## src/rtl/pg_mask_rail_pkg.sv

```systemverilog
// constants, field layouts and carrier types for the sleep-pin mask and rail control registers
`default_nettype none
package pg_mask_rail_pkg;

    // ------------------------------------------------------------------
    // register offsets
    // ------------------------------------------------------------------
    localparam logic [7:0] sleep_pin_pg_mask_off          = 8'hac;
    localparam logic [7:0] termination_discharge_ctrl_off = 8'had;
    localparam logic [7:0] ldo_switch_ctrl_off            = 8'hae;

    // ------------------------------------------------------------------
    // field positions
    // ------------------------------------------------------------------
    localparam int out1_sleep3_mask_pos = 7;
    localparam int out1_sleep6_mask_pos = 6;
    localparam int out4_sleep3_mask_pos = 5;
    localparam int out4_sleep6_mask_pos = 4;
    localparam int out2_sleep3_mask_pos = 3;
    localparam int out2_sleep6_mask_pos = 2;
    localparam int out3_sleep3_mask_pos = 1;
    localparam int out3_sleep6_mask_pos = 0;
    localparam int termination_discharge_sel_pos = 4;
    localparam int ldo_discharge_sel_hi   = 7;
    localparam int ldo_discharge_sel_lo   = 6;
    localparam int emergency_off_config_pos = 5;
    localparam int ldo_voltage_code_hi    = 4;
    localparam int ldo_voltage_code_lo    = 1;
    localparam int ldo_switch_enable_pos  = 0;

    // ------------------------------------------------------------------
    // default factory values (the factory image port overrides them)
    // ------------------------------------------------------------------
    localparam logic [7:0] sleep_pin_pg_mask_dflt          = 8'hff;
    localparam logic [7:0] termination_discharge_ctrl_dflt = 8'h5f;
    localparam logic [7:0] ldo_switch_ctrl_dflt            = 8'h48;

    // ------------------------------------------------------------------
    // emergency shutdown off-time choices
    // ------------------------------------------------------------------
    localparam int clk_hz        = 20_000_000;
    localparam int off_time_1_ms   = 1;
    localparam int off_time_5_ms   = 5;
    localparam int off_time_10_ms  = 10;
    localparam int off_time_100_ms = 100;
    localparam int cycles_per_ms   = clk_hz / 1000;
    localparam int off_cycles_1    = off_time_1_ms * cycles_per_ms;
    localparam int off_cycles_5    = off_time_5_ms * cycles_per_ms;
    localparam int off_cycles_10   = off_time_10_ms * cycles_per_ms;
    localparam int off_cycles_100  = off_time_100_ms * cycles_per_ms;
    localparam int off_cnt_width   = 22;

    // variant routing of the ldo/switch group
    typedef enum logic [1:0] {
        target_unused,
        target_ldo,
        target_switch_two
    } rail_target_type;

    // factory one-time-programmed image
    typedef struct packed {
        logic [7:0]      sleep_pin_pg_mask;
        logic [7:0]      termination_discharge_ctrl;
        logic [7:0]      ldo_switch_ctrl;
        logic [1:0]      off_time_sel;
        rail_target_type target;
    } factory_image_type;

    // register bus carrier
    typedef struct packed {
        logic       wr_en;
        logic       rd_en;
        logic [7:0] addr;
        logic [7:0] wdata;
    } reg_req_type;

    // power-good sources per output, plus the two sleep pins shared by all outputs
    typedef struct packed {
        logic [3:0] rails_good;
        logic       sleep_ctl_input_three;
        logic       sleep_ctl_input_six;
    } pg_inputs_type;

    // analog-facing rail controls
    typedef struct packed {
        logic       termination_discharge_on;
        logic [1:0] ldo_discharge_sel;
        logic [3:0] ldo_voltage_code;
        logic       ldo_on;
        logic       switch_two_on;
    } rail_ctrl_type;

    typedef enum logic [0:0] {
        st_run,
        st_emergency_off
    } off_state_type;

    typedef struct packed {
        logic [7:0]               sleep_pin_pg_mask_reg;
        logic [7:0]               termination_discharge_ctrl_reg;
        logic [7:0]               ldo_switch_ctrl_reg;
        logic [7:0]               rdata_reg;
        logic                     rvalid_reg;
        logic [3:0]               pg_out_reg;
        rail_ctrl_type            rail_reg;
        off_state_type            off_state_reg;
        logic [off_cnt_width-1:0] off_cnt_reg;
    } ctrl_state_type;

endpackage : pg_mask_rail_pkg
`default_nettype wire

```

## src/rtl/pg_mask_rail_ctrl_regs.sv

```systemverilog
// sleep-pin power-good masking, discharge selection and ldo/switch control registers
`default_nettype none

module pg_mask_rail_ctrl_regs
    import pg_mask_rail_pkg::*;
(
    // clock and reset
    input  wire logic              clk_sys,
    input  wire logic              rst_n,
    // factory image
    input  wire factory_image_type factory_image,
    // register access from the serial host interface
    input  wire reg_req_type       reg_req,
    output logic [7:0]             reg_rdata,
    output logic                   reg_rvalid,
    // power-good sources, one rail-good bundle per output
    input  wire pg_inputs_type     pg_inputs,
    input  wire logic              emergency_shutdown,
    // outputs
    output logic [3:0]             pg_out,
    output rail_ctrl_type          rail_ctrl
);

    // ------------------------------------------------------------------
    // helpers
    // ------------------------------------------------------------------
    // masked sources count as good
    function automatic logic pg_tree(input logic rail_good, input logic s3, input logic s6,
                                     input logic m3, input logic m6);
        pg_tree = rail_good & (s3 | m3) & (s6 | m6);
    endfunction : pg_tree

    function automatic logic [off_cnt_width-1:0] off_cycles(input logic [1:0] sel);
        case (sel)
            2'h0:    off_cycles = off_cnt_width'(off_cycles_1);
            2'h1:    off_cycles = off_cnt_width'(off_cycles_5);
            2'h2:    off_cycles = off_cnt_width'(off_cycles_10);
            default: off_cycles = off_cnt_width'(off_cycles_100);
        endcase
    endfunction : off_cycles

    ctrl_state_type state_reg;
    ctrl_state_type state_next;
    logic           cfg_follow_enable;
    logic           enable_bit;
    logic           rail_enabled;
    logic [7:0]     m;

    assign m                 = state_reg.sleep_pin_pg_mask_reg;
    assign cfg_follow_enable = state_reg.ldo_switch_ctrl_reg[emergency_off_config_pos];
    assign enable_bit        = state_reg.ldo_switch_ctrl_reg[ldo_switch_enable_pos];

    // ------------------------------------------------------------------
    // next state
    // ------------------------------------------------------------------
    always_comb begin
        state_next            = state_reg;
        state_next.rvalid_reg = 1'b0;

        // writes store all bits; reserved bits are kept as written
        if (reg_req.wr_en) begin
            case (reg_req.addr)
                sleep_pin_pg_mask_off:          state_next.sleep_pin_pg_mask_reg = reg_req.wdata;
                termination_discharge_ctrl_off: begin
                    state_next.termination_discharge_ctrl_reg = reg_req.wdata;
                end
                ldo_switch_ctrl_off:            state_next.ldo_switch_ctrl_reg = reg_req.wdata;
                default:                        ;
            endcase
        end

        if (reg_req.rd_en) begin
            state_next.rvalid_reg = 1'b1;
            case (reg_req.addr)
                sleep_pin_pg_mask_off:          state_next.rdata_reg = m;
                termination_discharge_ctrl_off: begin
                    state_next.rdata_reg = state_reg.termination_discharge_ctrl_reg;
                end
                ldo_switch_ctrl_off:            state_next.rdata_reg = state_reg.ldo_switch_ctrl_reg;
                default:                        state_next.rdata_reg = 8'h00;
            endcase
        end

        // power-good trees per output
        state_next.pg_out_reg[0] = pg_tree(pg_inputs.rails_good[0], pg_inputs.sleep_ctl_input_three,
            pg_inputs.sleep_ctl_input_six, m[out1_sleep3_mask_pos], m[out1_sleep6_mask_pos]);
        state_next.pg_out_reg[1] = pg_tree(pg_inputs.rails_good[1], pg_inputs.sleep_ctl_input_three,
            pg_inputs.sleep_ctl_input_six, m[out2_sleep3_mask_pos], m[out2_sleep6_mask_pos]);
        state_next.pg_out_reg[2] = pg_tree(pg_inputs.rails_good[2], pg_inputs.sleep_ctl_input_three,
            pg_inputs.sleep_ctl_input_six, m[out3_sleep3_mask_pos], m[out3_sleep6_mask_pos]);
        state_next.pg_out_reg[3] = pg_tree(pg_inputs.rails_good[3], pg_inputs.sleep_ctl_input_three,
            pg_inputs.sleep_ctl_input_six, m[out4_sleep3_mask_pos], m[out4_sleep6_mask_pos]);

        // emergency shutdown with the config bit at 0 holds the rail off for the factory duration
        case (state_reg.off_state_reg)
            st_run: begin
                if (emergency_shutdown && !cfg_follow_enable) begin
                    state_next.off_state_reg = st_emergency_off;
                    state_next.off_cnt_reg   = off_cycles(factory_image.off_time_sel);
                end
            end
            st_emergency_off: begin
                if (state_reg.off_cnt_reg <= off_cnt_width'(1)) begin
                    state_next.off_state_reg = st_run;
                    state_next.off_cnt_reg   = '0;
                end else begin
                    state_next.off_cnt_reg = state_reg.off_cnt_reg - off_cnt_width'(1);
                end
            end
            default: state_next.off_state_reg = st_run;
        endcase

        state_next.rail_reg.termination_discharge_on =
            state_reg.termination_discharge_ctrl_reg[termination_discharge_sel_pos];
        state_next.rail_reg.ldo_discharge_sel =
            state_reg.ldo_switch_ctrl_reg[ldo_discharge_sel_hi:ldo_discharge_sel_lo];
        state_next.rail_reg.ldo_voltage_code =
            state_reg.ldo_switch_ctrl_reg[ldo_voltage_code_hi:ldo_voltage_code_lo];
        state_next.rail_reg.ldo_on        = 1'b0;
        state_next.rail_reg.switch_two_on = 1'b0;
        case (factory_image.target)
            target_ldo:        state_next.rail_reg.ldo_on = rail_enabled;
            target_switch_two: state_next.rail_reg.switch_two_on = rail_enabled;
            default:           ; // enable bit has no effect in this variant
        endcase

        // reset takes the factory image, not a fixed constant
        if (!rst_n) begin
            state_next                                = '0;
            state_next.sleep_pin_pg_mask_reg          = factory_image.sleep_pin_pg_mask;
            state_next.termination_discharge_ctrl_reg = factory_image.termination_discharge_ctrl;
            state_next.ldo_switch_ctrl_reg            = factory_image.ldo_switch_ctrl;
            state_next.off_state_reg                  = st_run;
        end
    end

    // gated by the shutdown timer only while config bit is 0
    // setting the config bit mid off-time hands the rail straight back to the enable bit
    assign rail_enabled = enable_bit &&
                          (cfg_follow_enable || (state_reg.off_state_reg == st_run));

    // ------------------------------------------------------------------
    // state register (reset is synchronous, so the image may be sampled)
    // ------------------------------------------------------------------
    always_ff @(posedge clk_sys) begin
        state_reg <= state_next;
    end

    assign reg_rdata  = state_reg.rdata_reg;
    assign reg_rvalid = state_reg.rvalid_reg;
    assign pg_out     = state_reg.pg_out_reg;
    assign rail_ctrl  = state_reg.rail_reg;

endmodule : pg_mask_rail_ctrl_regs
`default_nettype wire

```

## config.mk

```make
export PLATFORM = sky130hd
export DESIGN_NAME = pg_mask_rail_ctrl_regs
export DESIGN_NICKNAME = d
export VERILOG_FILES = /design/src/rtl/pg_mask_rail_pkg.sv /design/src/rtl/pg_mask_rail_ctrl_regs.sv
export SDC_FILE = /design/constraint.sdc
export NUM_CORES = 1
export LEC_CHECK = 0
export BUFFER_PORTS_ARGS = -buffer_cell sky130_fd_sc_hd__buf_2
export CAP_MARGIN = 20
export CELL_PAD_IN_SITES_DETAIL_PLACEMENT = 1
export CELL_PAD_IN_SITES_GLOBAL_PLACEMENT = 2
export CORE_ASPECT_RATIO = 1.2
export CORE_MARGIN = 2
export CORE_UTILIZATION = 34
export CTS_BUF_LIST = sky130_fd_sc_hd__clkbuf_8
export DETAILED_ROUTE_END_ITERATION = 6
export MAX_ROUTING_LAYER = met4
export PLACE_DENSITY_LB_ADDON = 0.1
export SETUP_SLACK_MARGIN = 0.5
export SLEW_MARGIN = 20
export SYNTH_ARGS = -nofsm -noshare
export SYNTH_HDL_FRONTEND = slang
export SYNTH_SLANG_ARGS = --single-unit
export TNS_END_PERCENT = 30
```

## constraint.sdc

```tcl
create_clock -name clk_sys -period 2.6 [get_ports clk_sys]
set_clock_uncertainty 0.1 [all_clocks]
set_input_delay 0.39 -clock clk_sys [delete_from_list [all_inputs] [get_ports clk_sys]]
set_output_delay 0.39 -clock clk_sys [all_outputs]
set_load 0.01 [all_outputs]
```

==> impl_metrics.env <==
export IMPL_status="finished, final reports clean"
export IMPL_portBuffers=76
export IMPL_drtIter0Drc=76
export IMPL_required_ps=2790
export IMPL_chipWidth_um=97.9
export IMPL_drc=0
export IMPL_rr_worst_depth=8
export IMPL_cts_root_buf="clkbuf_8"
export IMPL_syn_to_final_growth_pct=18.6
export IMPL_avgSynthCellArea_um2=8.84
export IMPL_powerDensity_nw_per_um2=777
export IMPL_final_cell_area_um2=4270
export IMPL_initial_core_util_pct=34.6
export IMPL_nNetsFinal=533
export IMPL_cts_tree="built"
export IMPL_relSlewSlack_pct=70.8
export IMPL_die_h_um=117
export IMPL_ys_warn_count=0
export IMPL_num_vias=3066
export IMPL_max_freq_mhz=499
export IMPL_clock_sinks=69
export IMPL_synth_fa_ha_area_share_pct=2.43
export IMPL_async_reset_ff_share_pct=0
export IMPL_core_area_um2=10400
export IMPL_worstPathMaxFanout=5
export IMPL_yosys_area_share_simple_pct=22.0
export IMPL_vdd_ir_drop_max_uv=219
export IMPL_rsz0062_at_grt="false"
export IMPL_finalCritPeriodShare_pct=77.0
export IMPL_path_class="register to register"
export IMPL_r2r_slack_ps=600
export IMPL_slew_viol_final=0
export IMPL_whs_ps=92.8
export IMPL_hold_path_class="input port to register"
export IMPL_largest_register_ffs=37
export IMPL_finalHoldViolations=0
export IMPL_cts_max_level=3
export IMPL_cap_viol_max_count=0
export IMPL_start_kind="register"
export IMPL_synthCells=407
export IMPL_synth_top_family_by_area="simple AND/OR/NAND/NOR gates"
export IMPL_num_antenna_cells=0
export IMPL_synth_top_area_share_pct=25.0
export IMPL_grt_overflow=0
export IMPL_ys_top_cells_by_area="dfxtp_1, edfxtp_1, o21ai_0"
export IMPL_finalSetupViolations=0
export IMPL_die_area_um2=11400
export IMPL_grt_pass1_vias=3244
export IMPL_synth_edf_count=24
export IMPL_arrival_ps=2190
export IMPL_via_per_inst=5.07
export IMPL_min_period_ps=2000
export IMPL_track_usage_pct=19.1
export IMPL_worstSkewPairLatency_ps=360
export IMPL_drt_total_wl_mm=10.1
export IMPL_p_leak_nw=1.84
export IMPL_place_ws_ps=374
export IMPL_r2r_start="state_reg[0]$_SDFFE_PN0P_"
export IMPL_antenna_left=0
export IMPL_ioPinCount=77
export IMPL_yosysTopAreaCell="dfxtp_1"
export IMPL_synth_compound_area_share_pct=17.3
export IMPL_hold_end="rail_ctrl[1]$_SDFF_PN0_"
export IMPL_dp_hpwl_mm=7.70
export IMPL_cts_made_buffers=9
export IMPL_hold_depth=2
export IMPL_synthesis_area_um2=3600
export IMPL_ys_types=59
export IMPL_placementRows=41
export IMPL_wl_per_cell_um=16.7
export IMPL_finalPower_mw=3.32
export IMPL_fin_ws_ps=597
export IMPL_ys_ff_latch=69
export IMPL_synthXorXnorAreaFrac_pct=1.46
export IMPL_timing_rr_end="state_reg[2]$_SDFFE_PN0P_"
export IMPL_synth_main_ff_cell="dfxtp_1"
export IMPL_tightest_slew_ps=434
export IMPL_grt_pass1_wl_mm=16.6
export IMPL_totalNegativeSetupSlack_ps=0
export IMPL_drtPass1Iterations=4
export IMPL_critPathCaptureType="register"
export IMPL_clk_pin_slew_ps=80
export IMPL_antenna_found_initial=0
export IMPL_grt_max_degree=34
export IMPL_drive_gt1_share_pct=27.3
export IMPL_gp_congestion=0.839
export IMPL_placed_cell_area_um2=4010
export IMPL_ys_seq_area_share_pct=45.0
export IMPL_holdCritStartpoint="factory_image[1]"
export IMPL_synth_mux_area_share_pct=2.22
export IMPL_cts_buffer_depth=2
export IMPL_syn_num_nets=469
## logic make-up (layout without fill, tap and decap cells)
group | Yosys count | after routing
simple gates | 147 | 147
compound gates | 100 | 101
buf+inv | 70 | 138
flops | 69 | 69
mux | 8 | 8
fa+ha+maj | 7 | 7
xor+xnor | 6 | 6
## worst max-delay path: stages, from the launching register on
cell and delay, ps:
dfxtp_2 360, inv_1 70, ha_2 210, o21ba_2 210, and4_2 290, a211oi_4 310, buf_4 190, a21oi_1 60
a31oi_1 130
## routing by layer
metal	vias up	global-route usage, %	wire length [um]
met3	12	3.47	270
met1	1473	20.6	4120
li1	1529	-	-
met2	52	35.4	5590
met4	0	6.76	157
met5	-	-	0
## synth_stat cells, types with 9 or more instances
cell and instances:
dfxtp_1 45, o21ai_0 40, nand2_1 37, nor2_1 34
inv_1 32, edfxtp_1 24, a21oi_1 23, buf_4 21
clkbuf_1 13, nor3_1 13, nor2b_1 10, and2_1 9
## cell usage in the layout (no fill, tap or decap), types with 2 or more instances in the layout
master,n
a21oi_1,23
a31oi_1,8
a21boi_0,2
nor3_1,13
ha_1,6
or4_4,2
clkbuf_8,10
nor2b_1,10
a211oi_1,2
nand2_1,37
dfxtp_1,43
o21ai_0,40
dfxtp_2,2
a21oi_2,2
nand2b_1,5
nor4_1,3
and3_1,6
buf_4,14
xnor2_1,5
a2bb2oi_1,2
mux2i_1,8
nand3_1,6
o221a_2,2
clkinvlp_4,2
o22ai_1,4
edfxtp_1,24
buf_2,76
or3_1,3
nor2_1,34
nand4_1,5
inv_1,32
o21a_1,2
and2_1,8
nor3b_1,2
## repair_timing
action                     in CTS  in global routing
pin swaps                       0                  2
setup buffers                   0                  2
resized for setup               1                  9
hold buffers                    0                  0
hold endpoints to repair        0                  0
cloned                          0                  1
setup endpoints to repair      11                 17
## per-stage QoR
stage	cells	util, %
2_1_floorplan	407	-
3_3_place_gp	586	38.5
3_5_place_dp	586	38.5
4_1_cts	602	40.5
5_1_grt	605	41.0
6_report	605	41.0
## power breakdown
group	switching, mW	internal [mW]
Sequential	0.137	1.24
Combinational	0.598	0.444
Clock	0.436	0.466
Total	1.17	2.15
## how the worst max path moves through the flow
stage	end	slack (ps)	start
after floorplan	m[0]$_DFFE_PP_	550	reg_req[12]
final	state_reg[2]$_SDFFE_PN0P_	600	state_reg[0]$_SDFFE_PN0P_
after global routing	state_reg[15]$_SDFFE_PN0P_	510	state_reg[2]$_SDFFE_PN0P_
after global placement	state_reg[17]$_SDFFE_PN0P_	480	state_reg[0]$_SDFFE_PN0P_
after detailed placement	state_reg[17]$_SDFFE_PN0P_	370	state_reg[0]$_SDFFE_PN0P_
after CTS	state_reg[21]$_SDFFE_PN0P_	460	state_reg[0]$_SDFFE_PN0P_
## area by class of cell
type                            count  area (um^2)
Timing Repair Buffer               90          485
Clock inverter                      6         62.6
Tap cell                          129          161
Inverter                           32          120
Clock buffer                       10          138
Multi-Input combinational cell    269         1680
Fill cell                        1275         6140
Sequential cell                    69         1620
No activity file was read; power rests on OpenSTA's default activity.
